File: src/sas_pkg.sv
package sas_pkg;

  // ==========================================================================
  // Register map
  localparam logic [15:0] MODE_ADDR   = 16'hFF68;
  localparam logic [15:0] RESULT_ADDR = 16'hFF6A;
  localparam logic [7:0]  MODE_RESET  = 8'h00;
  localparam logic [7:0]  MODE_WMASK  = 8'hDF;
  localparam logic [7:0]  RD_UNMAPPED = 8'h00;

  // ==========================================================================
  // Conversion timing in system states (one state per mclk cycle)
  localparam int          NUM_BITS     = 8;
  localparam int          SLOW_STATES  = 180;
  localparam int          FAST_STATES  = 120;
  // Bit interval taken from (states - 1) so the sampling phase is never empty
  localparam int          SLOW_BIT_LEN = (SLOW_STATES - 1) / NUM_BITS;
  localparam int          FAST_BIT_LEN = (FAST_STATES - 1) / NUM_BITS;
  localparam logic [7:0]  SLOW_BIT_CYC = 8'(SLOW_BIT_LEN);
  localparam logic [7:0]  FAST_BIT_CYC = 8'(FAST_BIT_LEN);
  localparam logic [7:0]  SLOW_SMP_CYC = 8'(SLOW_STATES - NUM_BITS * SLOW_BIT_LEN);
  localparam logic [7:0]  FAST_SMP_CYC = 8'(FAST_STATES - NUM_BITS * FAST_BIT_LEN);
  localparam logic [7:0]  SAR_START    = 8'h80;
  localparam logic [2:0]  MSB_INDEX    = 3'h7;

  // ==========================================================================
  // Trigger edge selection
  localparam logic [1:0]  EDGE_FALLING = 2'h0;
  localparam logic [1:0]  EDGE_RISING  = 2'h1;

  // ==========================================================================
  // Types
  typedef struct packed {
    logic       run;
    logic       trig_en;
    logic       rsvd;
    logic       speed;
    logic [2:0] chan;
    logic       chan_mode;
  } sas_mode_t;

  typedef struct packed {
    logic [15:0] addr;
    logic        wr;
    logic        rd;
    logic [7:0]  wdata;
  } sas_bus_req_t;

  typedef enum logic [1:0] {
    ST_IDLE    = 2'b00,
    ST_WAIT    = 2'b01,
    ST_SAMPLE  = 2'b10,
    ST_CONVERT = 2'b11
  } sas_state_t;

endpackage

File: src/sas_sar_adc_sequencer.sv
`timescale 1ns/10ps
module sas_sar_adc_sequencer (
  input  wire logic                  mclk,
  input  wire logic                  rst,
  input  wire sas_pkg::sas_bus_req_t bus_req,
  output logic [7:0]                 rd_data,
  input  wire logic                  comparator_ge,
  input  wire logic                  trigger_pin_input,
  input  wire logic [1:0]            edge_mode_register,
  output logic [7:0]                 ladder_tap,
  output logic [2:0]                 channel_sel,
  output logic                       sample_en,
  output logic                       converter_busy,
  output logic                       conversion_done_irq,
  output logic                       trigger_edge_irq,
  output logic                       shared_irq_req
);

  // ==========================================================================
  // State
  sas_pkg::sas_mode_t  converter_mode_register;
  sas_pkg::sas_state_t state;
  logic [7:0]          approximation_register;
  logic [7:0]          conversion_result_register;
  logic [7:0]          cnt;
  logic [2:0]          bit_idx;
  logic [2:0]          scan_ch;

  sas_pkg::sas_state_t next_state;
  logic [7:0]          next_sar;
  logic [7:0]          next_cnt;
  logic [2:0]          next_bit;
  logic [2:0]          next_scan_ch;
  logic                do_start;
  logic                conv_done;

  logic                trig_edge;
  logic [7:0]          resolved;

  // ==========================================================================
  // Interval lengths, minus one, for the selected speed
  function automatic logic [7:0] bit_reload(input logic speed);
    bit_reload = (speed ? sas_pkg::FAST_BIT_CYC : sas_pkg::SLOW_BIT_CYC) - 8'h01;
  endfunction

  function automatic logic [7:0] smp_reload(input logic speed);
    smp_reload = (speed ? sas_pkg::FAST_SMP_CYC : sas_pkg::SLOW_SMP_CYC) - 8'h01;
  endfunction

  // Register address match, shared by every decode below
  function automatic logic addr_hit(input logic [15:0] addr, input logic [15:0] target);
    addr_hit = (addr == target);
  endfunction

  // ==========================================================================
  // Trigger pin edge detector
  sas_edge_detect u_edge (
    .mclk       (mclk),
    .rst        (rst),
    .pin        (trigger_pin_input),
    .edge_mode  (edge_mode_register),
    .edge_pulse (trig_edge)
  );

  // ==========================================================================
  // Register bus decode
  wire                 mode_wr   = bus_req.wr && addr_hit(bus_req.addr, sas_pkg::MODE_ADDR);
  wire                 mode_rd   = bus_req.rd && addr_hit(bus_req.addr, sas_pkg::MODE_ADDR);
  wire                 result_rd = bus_req.rd && addr_hit(bus_req.addr, sas_pkg::RESULT_ADDR);
  wire sas_pkg::sas_mode_t wr_mode = sas_pkg::sas_mode_t'(bus_req.wdata & sas_pkg::MODE_WMASK);
  wire sas_pkg::sas_mode_t next_mode = mode_wr ? wr_mode : converter_mode_register;
  wire [7:0]           rd_value  = mode_rd   ? converter_mode_register :
                                   result_rd ? conversion_result_register :
                                   sas_pkg::RD_UNMAPPED;

  // ==========================================================================
  // Conditions from the mode, the interval counter and the bit under test
  wire running      = converter_mode_register.run;
  wire trig_ok      = running && converter_mode_register.trig_en && trig_edge;
  wire at_end       = (cnt == 8'h00);
  wire last_bit     = (bit_idx == 3'h0);
  wire scan_wrap    = (scan_ch >= converter_mode_register.chan);
  wire done_allowed = !converter_mode_register.chan_mode ||
                      converter_mode_register.trig_en;
  wire done_route   = running && done_allowed;

  // ==========================================================================
  // Trial and decision per bit; the bit under test takes the comparator
  // answer and the next lower bit becomes the new trial
  genvar gi;
  generate
    for (gi = 0; gi < sas_pkg::NUM_BITS; gi++) begin : g_bit
      wire is_cur  = (bit_idx == 3'(gi));
      wire is_next = !last_bit && (3'(bit_idx - 3'h1) == 3'(gi));
      assign resolved[gi] = is_cur  ? comparator_ge :
                            is_next ? 1'b1          :
                            approximation_register[gi];
    end
  endgenerate

  // ==========================================================================
  // Sequencer next state
  always_comb begin
    next_state   = state;
    next_sar     = approximation_register;
    next_cnt     = at_end ? cnt : cnt - 8'h01;
    next_bit     = bit_idx;
    next_scan_ch = scan_ch;
    do_start     = 1'b0;
    conv_done    = 1'b0;
    if (mode_wr) begin
      if (!wr_mode.run) begin
        next_state = sas_pkg::ST_IDLE;
      end else if (wr_mode.trig_en) begin
        next_state = sas_pkg::ST_WAIT;
      end else begin
        do_start = 1'b1;
      end
    end else begin
      case (state)
        sas_pkg::ST_IDLE: begin
          next_state = sas_pkg::ST_IDLE;
        end
        sas_pkg::ST_WAIT: begin
          if (trig_ok) begin
            do_start = 1'b1;
          end
        end
        sas_pkg::ST_SAMPLE: begin
          if (trig_ok) begin
            do_start = 1'b1;
          end else if (at_end) begin
            next_state = sas_pkg::ST_CONVERT;
            next_cnt   = bit_reload(converter_mode_register.speed);
            next_bit   = sas_pkg::MSB_INDEX;
          end
        end
        sas_pkg::ST_CONVERT: begin
          if (trig_ok) begin
            do_start = 1'b1;
          end else if (at_end) begin
            next_sar = resolved;
            if (last_bit) begin
              conv_done  = 1'b1;
              next_state = sas_pkg::ST_SAMPLE;
              next_sar   = sas_pkg::SAR_START;
              next_cnt   = smp_reload(converter_mode_register.speed);
              next_scan_ch = scan_wrap ? 3'h0 : 3'(scan_ch + 3'h1);
            end else begin
              next_bit = 3'(bit_idx - 3'h1);
              next_cnt = bit_reload(converter_mode_register.speed);
            end
          end
        end
        default: begin
          next_state = sas_pkg::ST_IDLE;
        end
      endcase
    end
    if (do_start) begin
      next_state   = sas_pkg::ST_SAMPLE;
      next_sar     = sas_pkg::SAR_START;
      next_cnt     = smp_reload(next_mode.speed);
      next_bit     = sas_pkg::MSB_INDEX;
      next_scan_ch = 3'h0;
    end
  end

  // ==========================================================================
  // Output decode
  wire [2:0] next_chan    = next_mode.chan_mode ? next_mode.chan : next_scan_ch;
  wire       next_done    = conv_done && done_allowed;
  wire       next_shared  = done_route ? next_done : trig_edge;
  wire       next_busy    = (next_state == sas_pkg::ST_SAMPLE) ||
                            (next_state == sas_pkg::ST_CONVERT);
  wire       next_sample  = (next_state == sas_pkg::ST_SAMPLE);

  // ==========================================================================
  // Mode register
  always_ff @(posedge mclk) begin
    if (rst) begin
      converter_mode_register <= sas_pkg::sas_mode_t'(sas_pkg::MODE_RESET);
    end else if (mode_wr) begin
      converter_mode_register <= wr_mode;
    end
  end

  // ==========================================================================
  // Sequencer state
  always_ff @(posedge mclk) begin
    if (rst) begin
      state <= sas_pkg::ST_IDLE;
    end else begin
      state <= next_state;
    end
  end

  // ==========================================================================
  // Approximation register
  always_ff @(posedge mclk) begin
    if (rst) begin
      approximation_register <= 8'h00;
    end else begin
      approximation_register <= next_sar;
    end
  end

  // ==========================================================================
  // Interval counter and bit under test
  always_ff @(posedge mclk) begin
    if (rst) begin
      cnt     <= 8'h00;
      bit_idx <= 3'h0;
    end else begin
      cnt     <= next_cnt;
      bit_idx <= next_bit;
    end
  end

  // ==========================================================================
  // Scan position
  always_ff @(posedge mclk) begin
    if (rst) begin
      scan_ch <= 3'h0;
    end else begin
      scan_ch <= next_scan_ch;
    end
  end

  // ==========================================================================
  // Result register: no reset, loaded only by a completed conversion
  always_ff @(posedge mclk) begin
    if (conv_done) begin
      conversion_result_register <= resolved;
    end
  end

  // ==========================================================================
  // Read data, held until the next read strobe
  always_ff @(posedge mclk) begin
    if (rst) begin
      rd_data <= sas_pkg::RD_UNMAPPED;
    end else if (bus_req.rd) begin
      rd_data <= rd_value;
    end
  end

  // ==========================================================================
  // Ladder tap code
  always_ff @(posedge mclk) begin
    if (rst) begin
      ladder_tap <= 8'h00;
    end else begin
      ladder_tap <= next_sar;
    end
  end

  // ==========================================================================
  // Input channel in use
  always_ff @(posedge mclk) begin
    if (rst) begin
      channel_sel <= 3'h0;
    end else begin
      channel_sel <= next_chan;
    end
  end

  // ==========================================================================
  // Conversion phase flags
  always_ff @(posedge mclk) begin
    if (rst) begin
      sample_en      <= 1'b0;
      converter_busy <= 1'b0;
    end else begin
      sample_en      <= next_sample;
      converter_busy <= next_busy;
    end
  end

  // ==========================================================================
  // Conversion-done request
  always_ff @(posedge mclk) begin
    if (rst) begin
      conversion_done_irq <= 1'b0;
    end else begin
      conversion_done_irq <= next_done;
    end
  end

  // ==========================================================================
  // Trigger-pin request
  always_ff @(posedge mclk) begin
    if (rst) begin
      trigger_edge_irq <= 1'b0;
    end else begin
      trigger_edge_irq <= trig_edge;
    end
  end

  // ==========================================================================
  // Shared request line
  always_ff @(posedge mclk) begin
    if (rst) begin
      shared_irq_req <= 1'b0;
    end else begin
      shared_irq_req <= next_shared;
    end
  end

endmodule // sas_sar_adc_sequencer

File: src/sas_edge_detect.sv
`timescale 1ns/10ps
module sas_edge_detect (
  input  wire logic       mclk,
  input  wire logic       rst,
  input  wire logic       pin,
  input  wire logic [1:0] edge_mode,
  output logic            edge_pulse
);

  logic primed;
  logic pin_q;

  // ==========================================================================
  // Edge decode
  wire rise     = primed && pin && !pin_q;
  wire fall     = primed && !pin && pin_q;
  wire both_sel = edge_mode[1];
  wire hit      = both_sel ? (rise || fall) :
                  (edge_mode == sas_pkg::EDGE_RISING) ? rise : fall;

  // ==========================================================================
  // Pin history; first cycle after reset only primes the history
  always_ff @(posedge mclk) begin
    if (rst) begin
      primed     <= 1'b0;
      pin_q      <= 1'b0;
      edge_pulse <= 1'b0;
    end else begin
      primed     <= 1'b1;
      pin_q      <= pin;
      edge_pulse <= hit;
    end
  end

endmodule // sas_edge_detect

File: config.mk
export PLATFORM = sky130hd
export DESIGN_NAME = sas_sar_adc_sequencer
export DESIGN_NICKNAME = d
export VERILOG_FILES = /design/src/sas_pkg.sv /design/src/sas_sar_adc_sequencer.sv /design/src/sas_edge_detect.sv
export SDC_FILE = /design/constraint.sdc
export NUM_CORES = 1
export LEC_CHECK = 0
export BUFFER_PORTS_ARGS = -buffer_cell sky130_fd_sc_hd__buf_2
export CORE_MARGIN = 1
export CORE_UTILIZATION = 50
export DETAILED_ROUTE_END_ITERATION = 8
export GPL_ROUTABILITY_DRIVEN = 0
export PLACE_DENSITY = 0.78
export SYNTH_ARGS = -nofsm -noshare
export SYNTH_HDL_FRONTEND = slang
export SYNTH_SLANG_ARGS = --single-unit
File: constraint.sdc
create_clock -name mclk -period 2.6 [get_ports mclk]
set_input_delay 0.52 -clock mclk [delete_from_list [all_inputs] [get_ports mclk]]
set_output_delay 0.52 -clock mclk [all_outputs]
set_load 0.005 [all_outputs]
# Word-level counts from Yosys, hierarchy flattened
# Index checks and enable logic that the tools add are counted.
[word_totals]
ff_bits = 58
input_bits = 32
out_inout_bits = 24
wordCells = 175
[op_classes]
add_sub_neg = 6
magnitude_cmp = 1
n_eq_ne = 29
n_mux = 77
bitwise_logic = 2
reduce_logical = 38
[op_table]
columns = ["op", "n"]
rows = [
  ["$mux W8", 16],
  ["$mux W3", 15],
  ["$eq A16 B16 Y1 const B", 2],
  ["$mux W1", 30],
  ["$eq A3 B3 Y1 const B", 8],
  ["$logic_and A1 B1 Y1", 19],
  ["$mux W2", 9],
  ["$pmux W8 S2", 1],
  ["$ne A3 B3 Y1 const B", 5],
  ["$eq A3 B2 Y1 const B", 4],
  ["$mux W5", 2],
  ["$sub A4 B1 Y5 const B", 2],
  ["$eq A2 B2 Y1 const B", 4],
  ["$logic_not A8 Y1", 1],
  ["$mux W4", 2],
  ["$reduce_and A4 Y1", 2],
  ["$sub A8 B1 Y8 const B", 1],
  ["$reduce_and A7 Y1", 1],
  ["$eq A3 B1 Y1 const B", 2],
  ["$logic_not A3 Y1", 2],
  ["$pmux W2 S3", 1],
  ["$pmux W3 S2", 1],
  ["$sub A5 B1 Y6 const B", 1],
  ["$eq A2 B1 Y1 const B", 2],
  ["other kinds (12)", 20],
]

# Logic depth before layout (Yosys ltp)
# Gate-level depths: netlist of the first run.
[logic_depth]
word_depth = 11
mapped_depth = 10
ltp_nobuf = 9

# Modules after synthesis
# Synthesis of the first run repeated with hierarchy kept, for this count alone.
[unflattened]
cells_unflattened = 329
hier_area_um2 = 2930.3
[modules_own_cells]
columns = ["mod", "n_inst", "cells_per_inst", "area_per_inst_um2", "seq_area_each_um2"]
rows = [
  ["sas_sar_adc_sequencer", 1, 318, 2827.7, 1181.1],
  ["sas_edge_detect", 1, 11, 102.6, 60.1],
]

# Least setup slack after synthesis of the first run
# Ideal clock, no wire load.
[synth_path]
kind = "input port to flip-flop"
startpoint = "input port bus_req[10] in the netlist's numbering"
endpoint = "register channel_sel[2]"
setup_time_ps = 116
t_arrival_ps = 2395
t_required_ps = 2484
path_slack_ps = 89
cell_stages = 7
path_buffers = 0
path_cell_list = "or4b_1 > or4_4 > o21ai_2 > inv_2 > nand4b_1 > a21oi_2 > o211a_1"
[synth_via]
elab_chain_len = 5
word_cells_on_any_way = 7
cone_classes = "1 x eq/ne; 5 x mux; 1 x reduce/logical"
[synth_lines]
columns = ["item", "line_no", "text"]
rows = [
  ["start, declared", "sas_sar_adc_sequencer.sv:5", "input wire sas_pkg::sas_bus_req_t bus_req,"],
  ["$eq A16 B16 Y1 *", "sas_sar_adc_sequencer.sv:52", "addr_hit = (addr == target);"],
  ["$logic_and A1 B1 Y1 *", "sas_sar_adc_sequencer.sv:67", "wire mode_wr = bus_req.wr && addr_hit(bus_req.addr, sas_pkg::MODE_ADDR);"],
  ["$mux W3 / $mux W1 (equally long branches)", "sas_sar_adc_sequencer.sv:111", "if (mode_wr) begin"],
  ["$mux W3", "sas_sar_adc_sequencer.sv:160", "if (do_start) begin"],
  ["$mux W3 *", "sas_sar_adc_sequencer.sv:171", "wire [2:0] next_chan = next_mode.chan_mode ? next_mode.chan : next_scan_ch;"],
  ["end signal, assigned", "sas_sar_adc_sequencer.sv:264", "channel_sel <= next_chan;"],
  ["end, declared", "sas_sar_adc_sequencer.sv:11", "output logic [2:0] channel_sel,"],
]
# Every way passes the cells marked *; elsewhere a longest branch is shown, timed or not.
# A chain may end at the register's enable or synchronous reset.

# Final worst setup path of the first run
[layout_path]
startpoint = "register cnt[1]"
endpoint = "register channel_sel[1]"
[layout_via]
elab_chain_len = 7
[layout_lines]
columns = ["item", "line_no", "text"]
rows = [
  ["start, declared", "sas_sar_adc_sequencer.sv:25", "logic [7:0] cnt;"],
  ["start signal, assigned", "sas_sar_adc_sequencer.sv:215", "cnt <= next_cnt;"],
  ["$logic_not A8 Y1", "sas_sar_adc_sequencer.sv:80", "wire at_end = (cnt == 8'h00);"],
  ["$mux W3", "sas_sar_adc_sequencer.sv:141", "end else if (at_end) begin"],
  ["$mux W3", "sas_sar_adc_sequencer.sv:139", "if (trig_ok) begin"],
  ["$mux W3", "sas_sar_adc_sequencer.sv:120", "case (state)"],
  ["$mux W3", "sas_sar_adc_sequencer.sv:111", ""],
  ["$mux W3", "sas_sar_adc_sequencer.sv:160", ""],
  ["$mux W3", "sas_sar_adc_sequencer.sv:171", ""],
]
# No other way between the ends.

==> results.md, run 1 <==
* Status: finished, final reports clean
* Total wire length at 7410 µm
* Fin cells at 489
* Ports at 56
* DRC errors left at 0
* EDFF count, synth at 8
* Post-synthesis sequential area ratio at 42.3%
* Worst setup path startpoint: cnt[1]
* Clock Latency Late Sink at 0.33 ns
* Synth Area in Compound Gates at 21.7%
* Die area at 6180 µm²
* Hold slack at 0.457 ns
* RR Startpoint: cnt[1]
* Utilization after layout at 64.3%
* Maximum clock insertion buffer count at 2
* Core Rows at 27
* Worst vdd ir at 0.000327 V
* Syn Std Cell Area at 2930 µm²
* Initial antenna violation count at 0
* CP Launch Type: register
* CTS tree: yes
* Post-synth cell types at just over 60
* Final-report max-slew violation count at 0
* Grt total ovfl at 0
* Ant. Diodes at 0
* Met2 Wirelength at 3560 µm
* Dpl hpwl at 5510 µm
* Ys Warns at 0
* TritonCTS Buffers at 9
* Crit Path Category: reg2reg
* Final setup skew at around 0.011 ns
* Dpl cell area at 3390 µm²
* CTS Root Buffer Type: clkbuf_8
* Die height at 78.6 µm
* Clock Sinks at 58
* Comb power frac at 22.8%
* Reg power frac at 43.2%
* Commonest non-fill, non-tap cell in the layout: buf_2
* CP Capture Point: channel_sel[1]
* Internal power at around 1.6 mW
* Switching Share at 29.0%
* Clock slew seen by the registers of the worst setup and hold paths at 0.06 ns
* Post-synthesis mux area share at 1.45%
* DR pass1 iterations at 5
* Met1 WL at 3250 µm
* Share of cells above drive strength 1 at 25.4%
* Part of the power in the clock network at 34.0%
* Synth Area in XOR/XNOR at 0.896%
* Total of max-cap violations at 0
* Vias per cell at 5.84
* R2R depth at 8
* CP max FO at 3
* Placed cell count at 473
* Die width at 78.6 µm
* Top cell type's share of synthesized area at between 30% and 40%
* Arr. time, crit path at 2.61 ns
* 1st-iter DRT viols at 200
* Top_reg_cell synth: dfxtp_1
* Initial core utilization at 52.6%
* Largest family of logic cells by synthesized area: simple AND/OR/NAND/NOR gates
* Buffers on Ports at 54
* Worst-Margin Slew at 0.555 ns
* Synthesized net count at approximately 380
* GRT Overall Usage at 25.7%
* First-pass GRT wire length at 12400 µm
* Post-CTS Setup Repair Bufs at 0
* Cells after Synth at 340
* Final ANT Viol Nets at 0
* Leading area contributor after synthesis: dfxtp_1
* DR vias at between 2000 and 3000
* Largest net degree at the start of global routing at 32
* Layout Cell Area excl Fill at around 3600 µm²
* Core area at between 5000 and 6000 µm²
* Setup violators final at 0
* Final Hold Vio Count at 0
* Share of synthesized registers carrying an async set or reset at 0%
* Reg2reg end: channel_sel[1]
* Synth top area cells: dfxtp_1, edfxtp_1, a21oi_1
* Simple-gate share of the synthesized area at 24.9%
* Final Power at between 2 and 2.5 mW
* R2r setup slk at 0.20 ns
* Mean routed wirelength per cell at 15.1 µm
* Vias in the first global route at 2663
* Layout area overhead at 22.2%
* Relative slew margins at 62.5%
* Leakage power at around 1.5 nW
* Final period utilization at 92.4%
* DR top layer: met4
* Kind of end point of the critical path: register
* Most frequent cells in the layout: buf_2, dfxtp_1, nor2_1, a21oi_1, nand2_1
* Worst min-delay path class: in2reg
* CTS H-tree lvls at 3
* Critical Path RT at 2.81 ns
* RSZ-0062 raised after global routing: no
* PD cells at 647 nW/µm²
* Crit path time final at 2.40 ns
* Fmax at 416 MHz
* Synthesized area per cell at 8.63 µm²
* Seq cells post-synth at 58
* WL met3 at around 500 µm
* Final net count at about 460
* Adder-Cell Fraction of Synth Area at 4.69%
* NetSw at between 0.6 and 0.7 mW
cells by family after synthesis:
family | count (synthesis)
and+or+nand+nor | 137
adders and majority gates | 11
buffers and inverters | 29
muxes | 4
xor gates and xnor gates | 3
AOI/OAI and AO/OA | 98
DFF | 58
what timing repair did:
item,4_1_cts,5_1_grt
hold buffers,0,0
setup endpoints to repair,0,12
resized for setup,0,3
state kept, by name, summed over array words and instances (netlist names), 2 cells and up:
signal and cells:
scan_ch 3, state 2, conversion_result_register 8, converter_mode_register 6, ladder_tap 8, channel_sel 3
bit_idx 3, rd_data 8, cnt 8
stage by stage:
stage	setup slack (ns)	TNS, ns
floorplan	0.0887	0
global placement	-0.00888	-0.00888
detailed placement	-0.0395	-0.127
CTS	0.0902	0
global route	0.0434	0
finish	0.198	0
metal layers:
layer | vias up | global-route usage (%)
met5 | - | 0
met4 | 0 | 10.2
met3 | 11 | 4.19
met2 | 120 | 42.6
met1 | 1333 | 33.0
li1 | 1390 | -
power by group through the flow:
stage | logic (mW) | clock network (mW) | registers [mW]
floorplan | 0.354 | 0 | 1.01
global placement | 0.487 | 0 | 1.02
detailed placement | 0.504 | 0 | 1.02
CTS | 0.509 | 0.793 | 1.00
global route | 0.594 | 0.834 | 1.01
finish | 0.530 | 0.788 | 1.00
cells in the mapped netlist (3+ instances only):
master / n
nor2b_1: 9
a21oi_1: 35
a211oi_1: 9
a22oi_1: 11
nand2_1: 33
nand3_1: 15
a31oi_1: 5
buf_2: 3
nor3_1: 9
nand2b_1: 3
nor3b_1: 4
dfxtp_1: 50
ha_1: 11
nor2_1: 37
nand4b_1: 5
and3_1: 3
o21ai_0: 14
edfxtp_1: 8
inv_1: 14
clkbuf_1: 10
worst min path at each step:
stage / start / cells past startpoint / end
2_1_floorplan: u_edge.primed / 1 / u_edge.edge_pulse
3_3_place_gp: u_edge.primed / 1 / u_edge.edge_pulse
3_5_place_dp: u_edge.primed / 1 / u_edge.edge_pulse
4_1_cts: bus_req[3] / 3 / converter_mode_register[3]
5_1_grt: bus_req[1] / 3 / converter_mode_register[1]
6_report: trigger_pin_input / 2 / u_edge.pin_q
critical path, cell delays in order (launching register included):
cell,delay [ns]
dfxtp_1,0.31
inv_1,0.09
ha_1,0.20
or4b_4,0.53
nor3_4,0.21
nand3_1,0.16
o311ai_2,0.30
o21ai_0,0.16
a2111oi_2,0.33
layout make-up:
class | instances | area (µm²)
sequential | 58 | 1240
inverter | 15 | 56.3
multi-input combinational | 253 | 1590
timing repair buffer | 75 | 428
clock buffer | 12 | 135
tap | 72 | 90.1
fill | 482 | 1990
clock inverter | 4 | 45.0
No activity file was read; power rests on OpenSTA's default activity.
==> run 2, diff against run 1 <==
--- a/config.mk
+++ b/config.mk
@@ -6,8 +6,10 @@
 export NUM_CORES = 1
 export LEC_CHECK = 0
 export BUFFER_PORTS_ARGS = -buffer_cell sky130_fd_sc_hd__buf_2
+export CORE_ASPECT_RATIO = 1.2
 export CORE_MARGIN = 1
 export CORE_UTILIZATION = 50
+export CTS_CLUSTER_DIAMETER = 80
 export DETAILED_ROUTE_END_ITERATION = 8
 export GPL_ROUTABILITY_DRIVEN = 0
 export PLACE_DENSITY = 0.78
==> run 2 against run 1 <==
Against the previous run: setup slack worse by 0.018 ns; register-to-register slack worse by 0.02 ns; sequential share of layout area is 0.64 points lower; critical endpoint unchanged; largest cell class unchanged; largest power group unchanged; highest routed layer unchanged.
==> results.md, run 2 (synthesis results as in run 1) <==
* Final Hold Vio Count at 0
* Worst-Margin Slew at 0.574 ns
* Crit Path Category: reg2reg
* Grt met3 use at ~6.2%
* Layout area overhead at 24.5%
* Final setup skew at 0.00611 ns
* CTS H-tree lvls at 3
* Total wire length at 7350 µm
* R2r setup slk at 0.18 ns
* Clock slew seen by the registers of the worst setup and hold paths at 0.07 ns
* PD cells at 656 nW/µm²
* Clock Latency Late Sink at around 0.35 ns
* CTS Root Buffer Type: clkbuf_8
* GR Layer Usage met1 at 30.9%
* Die area at about 6200 µm²
* Worst min-delay path class: in2reg
* Dpl hpwl at 5520 µm
* Ports at 56
* Final Power at ~2.4 mW
* Layout Cell Area excl Fill at 3650 µm²
* Worst vdd ir at around 0.00046 V
* Cts hold-fix bufs at 0
* Ant. Diodes at 0
* Vias in the first global route at between 2000 and 3000
* Critical Path RT at 2.84 ns
* Final ANT Viol Nets at 0
* Grt total ovfl at 0
* Die height at approximately 86 µm
* Met2 usage at between 40% and 50%
* Core area at 5670 µm²
* RSZ-0062 raised after global routing: no
* DR pass1 iterations at 5
* Final-report max-slew violation count at 0
* Vias per cell at 5.68
* Die width at slightly above 70 µm
* TritonCTS Buffers at 9
* GR peak layer: met2
* Most frequent cells in the layout: buf_2, dfxtp_1, nor2_1, a21oi_1, nand2_1
* Dpl cell area at 3420 µm²
* Largest net degree at the start of global routing at 32
* CTS tree: yes
* Total of max-cap violations at 0
* 1st-iter DRT viols at 185
* Kind of end point of the critical path: register
* Post-CTS sizing at 0
* Share of cells above drive strength 1 at 26.7%
* Status: finished, final reports clean
* Buffers on Ports at 54
* Clock Sinks at 58
* Core Rows at 30
* Utilization after layout at ~64%
* Register area at about 1200 µm²
* Post-CTS Setup Repair Bufs at 0
* Initial core utilization at between 50% and 60%
* DR vias at around 2800
* Setup violators final at 0
* Commonest non-fill, non-tap cell in the layout: buf_2
* First-pass GRT wire length at 11900 µm
* Area of the multi-input gates at approximately 1600 µm²
* Final period utilization at a little over 90%
* Maximum clock insertion buffer count at 2
* Mean routed wirelength per cell at 14.7 µm
* Leakage power at 1.50 nW
* Fillers at 467
* GRT Overall Usage at between 20% and 30%
* CP max FO at 3
* Relative slew margins at between 60% and 70%
* Setup TNS at 0 ns
* Initial antenna violation count at 0
* Fmax at approximately 410 MHz
* Crit path time final at ~2.4 ns
* Final net count at about 460
* DRC errors left at 0
* Arr. time, crit path at 2.66 ns
* Hold slack at 0.400 ns
* CP Launch Type: register
run 2: cell count changes in the layout (fill, tap and decap cells not counted), moves of 2 or more:
cell | previous run | this run
clkbuf_16 | 0 | 2
clkinv_2 | 3 | 0
clkinv_4 | 0 | 3
buf_4 | 21 | 24
clkbuf_1 | 3 | 0
run 2: critical path, cell delays in order (launching register included):
cell and delay (ns):
dfxtp_1 0.33, inv_1 0.08, ha_1 0.20, or4b_4 0.52, nor3_4 0.21, nand3_1 0.12
o311ai_1 0.33, o21ai_0 0.19, a2111oi_2 0.33
run 2: per-stage QoR:
step                      std cells  setup slack (ns)
after CTS                       500            0.0683
after detailed placement        484           -0.0864
after global placement          484           -0.0450
after global routing            500           0.00749
final                           500             0.180
after floorplan                 340            0.0887
run 2: cell type report:
| type | count | area share (%) |
|---|---|---|
| clock buffers | 11 | 4.76 |
| clock inverters | 5 | 1.16 |
| inverters | 15 | 1.54 |
| multi-input cells | 253 | 43.5 |
| flip-flops and latches | 58 | 34.0 |
| well taps | 80 | 2.74 |
| repair buffers | 78 | 12.3 |
run 2: per-layer routing:
layer  vias up  wire [µm]  part of all wire (%)
met1      1311       3210                    44
met4         0        195                   2.7
met2       112       3530                    48
met5         -          0                     0
li1       1393          -                     -
met3        22        423                   5.8
run 2: path summary, 6_finish.rpt:
path	startpoint	to	cells after the start
setup / recovery	cnt[0]	channel_sel[1]	8
hold / removal	trigger_pin_input	u_edge.pin_q	2
setup reg to reg	cnt[0]	channel_sel[1]	8
hold reg to reg	u_edge.primed	u_edge.edge_pulse	1
run 2: report_power, final:
| group | leakage, nW | total, mW | switching [mW] | internal (mW) |
|---|---|---|---|---|
| combinational | 0.916 | 0.520 | 0.271 | 0.250 |
| clock | 0.106 | 0.873 | 0.404 | 0.469 |
| sequential | 0.480 | 1.00 | 0.0439 | 0.959 |
| total | 1.50 | 2.40 | 0.718 | 1.68 |
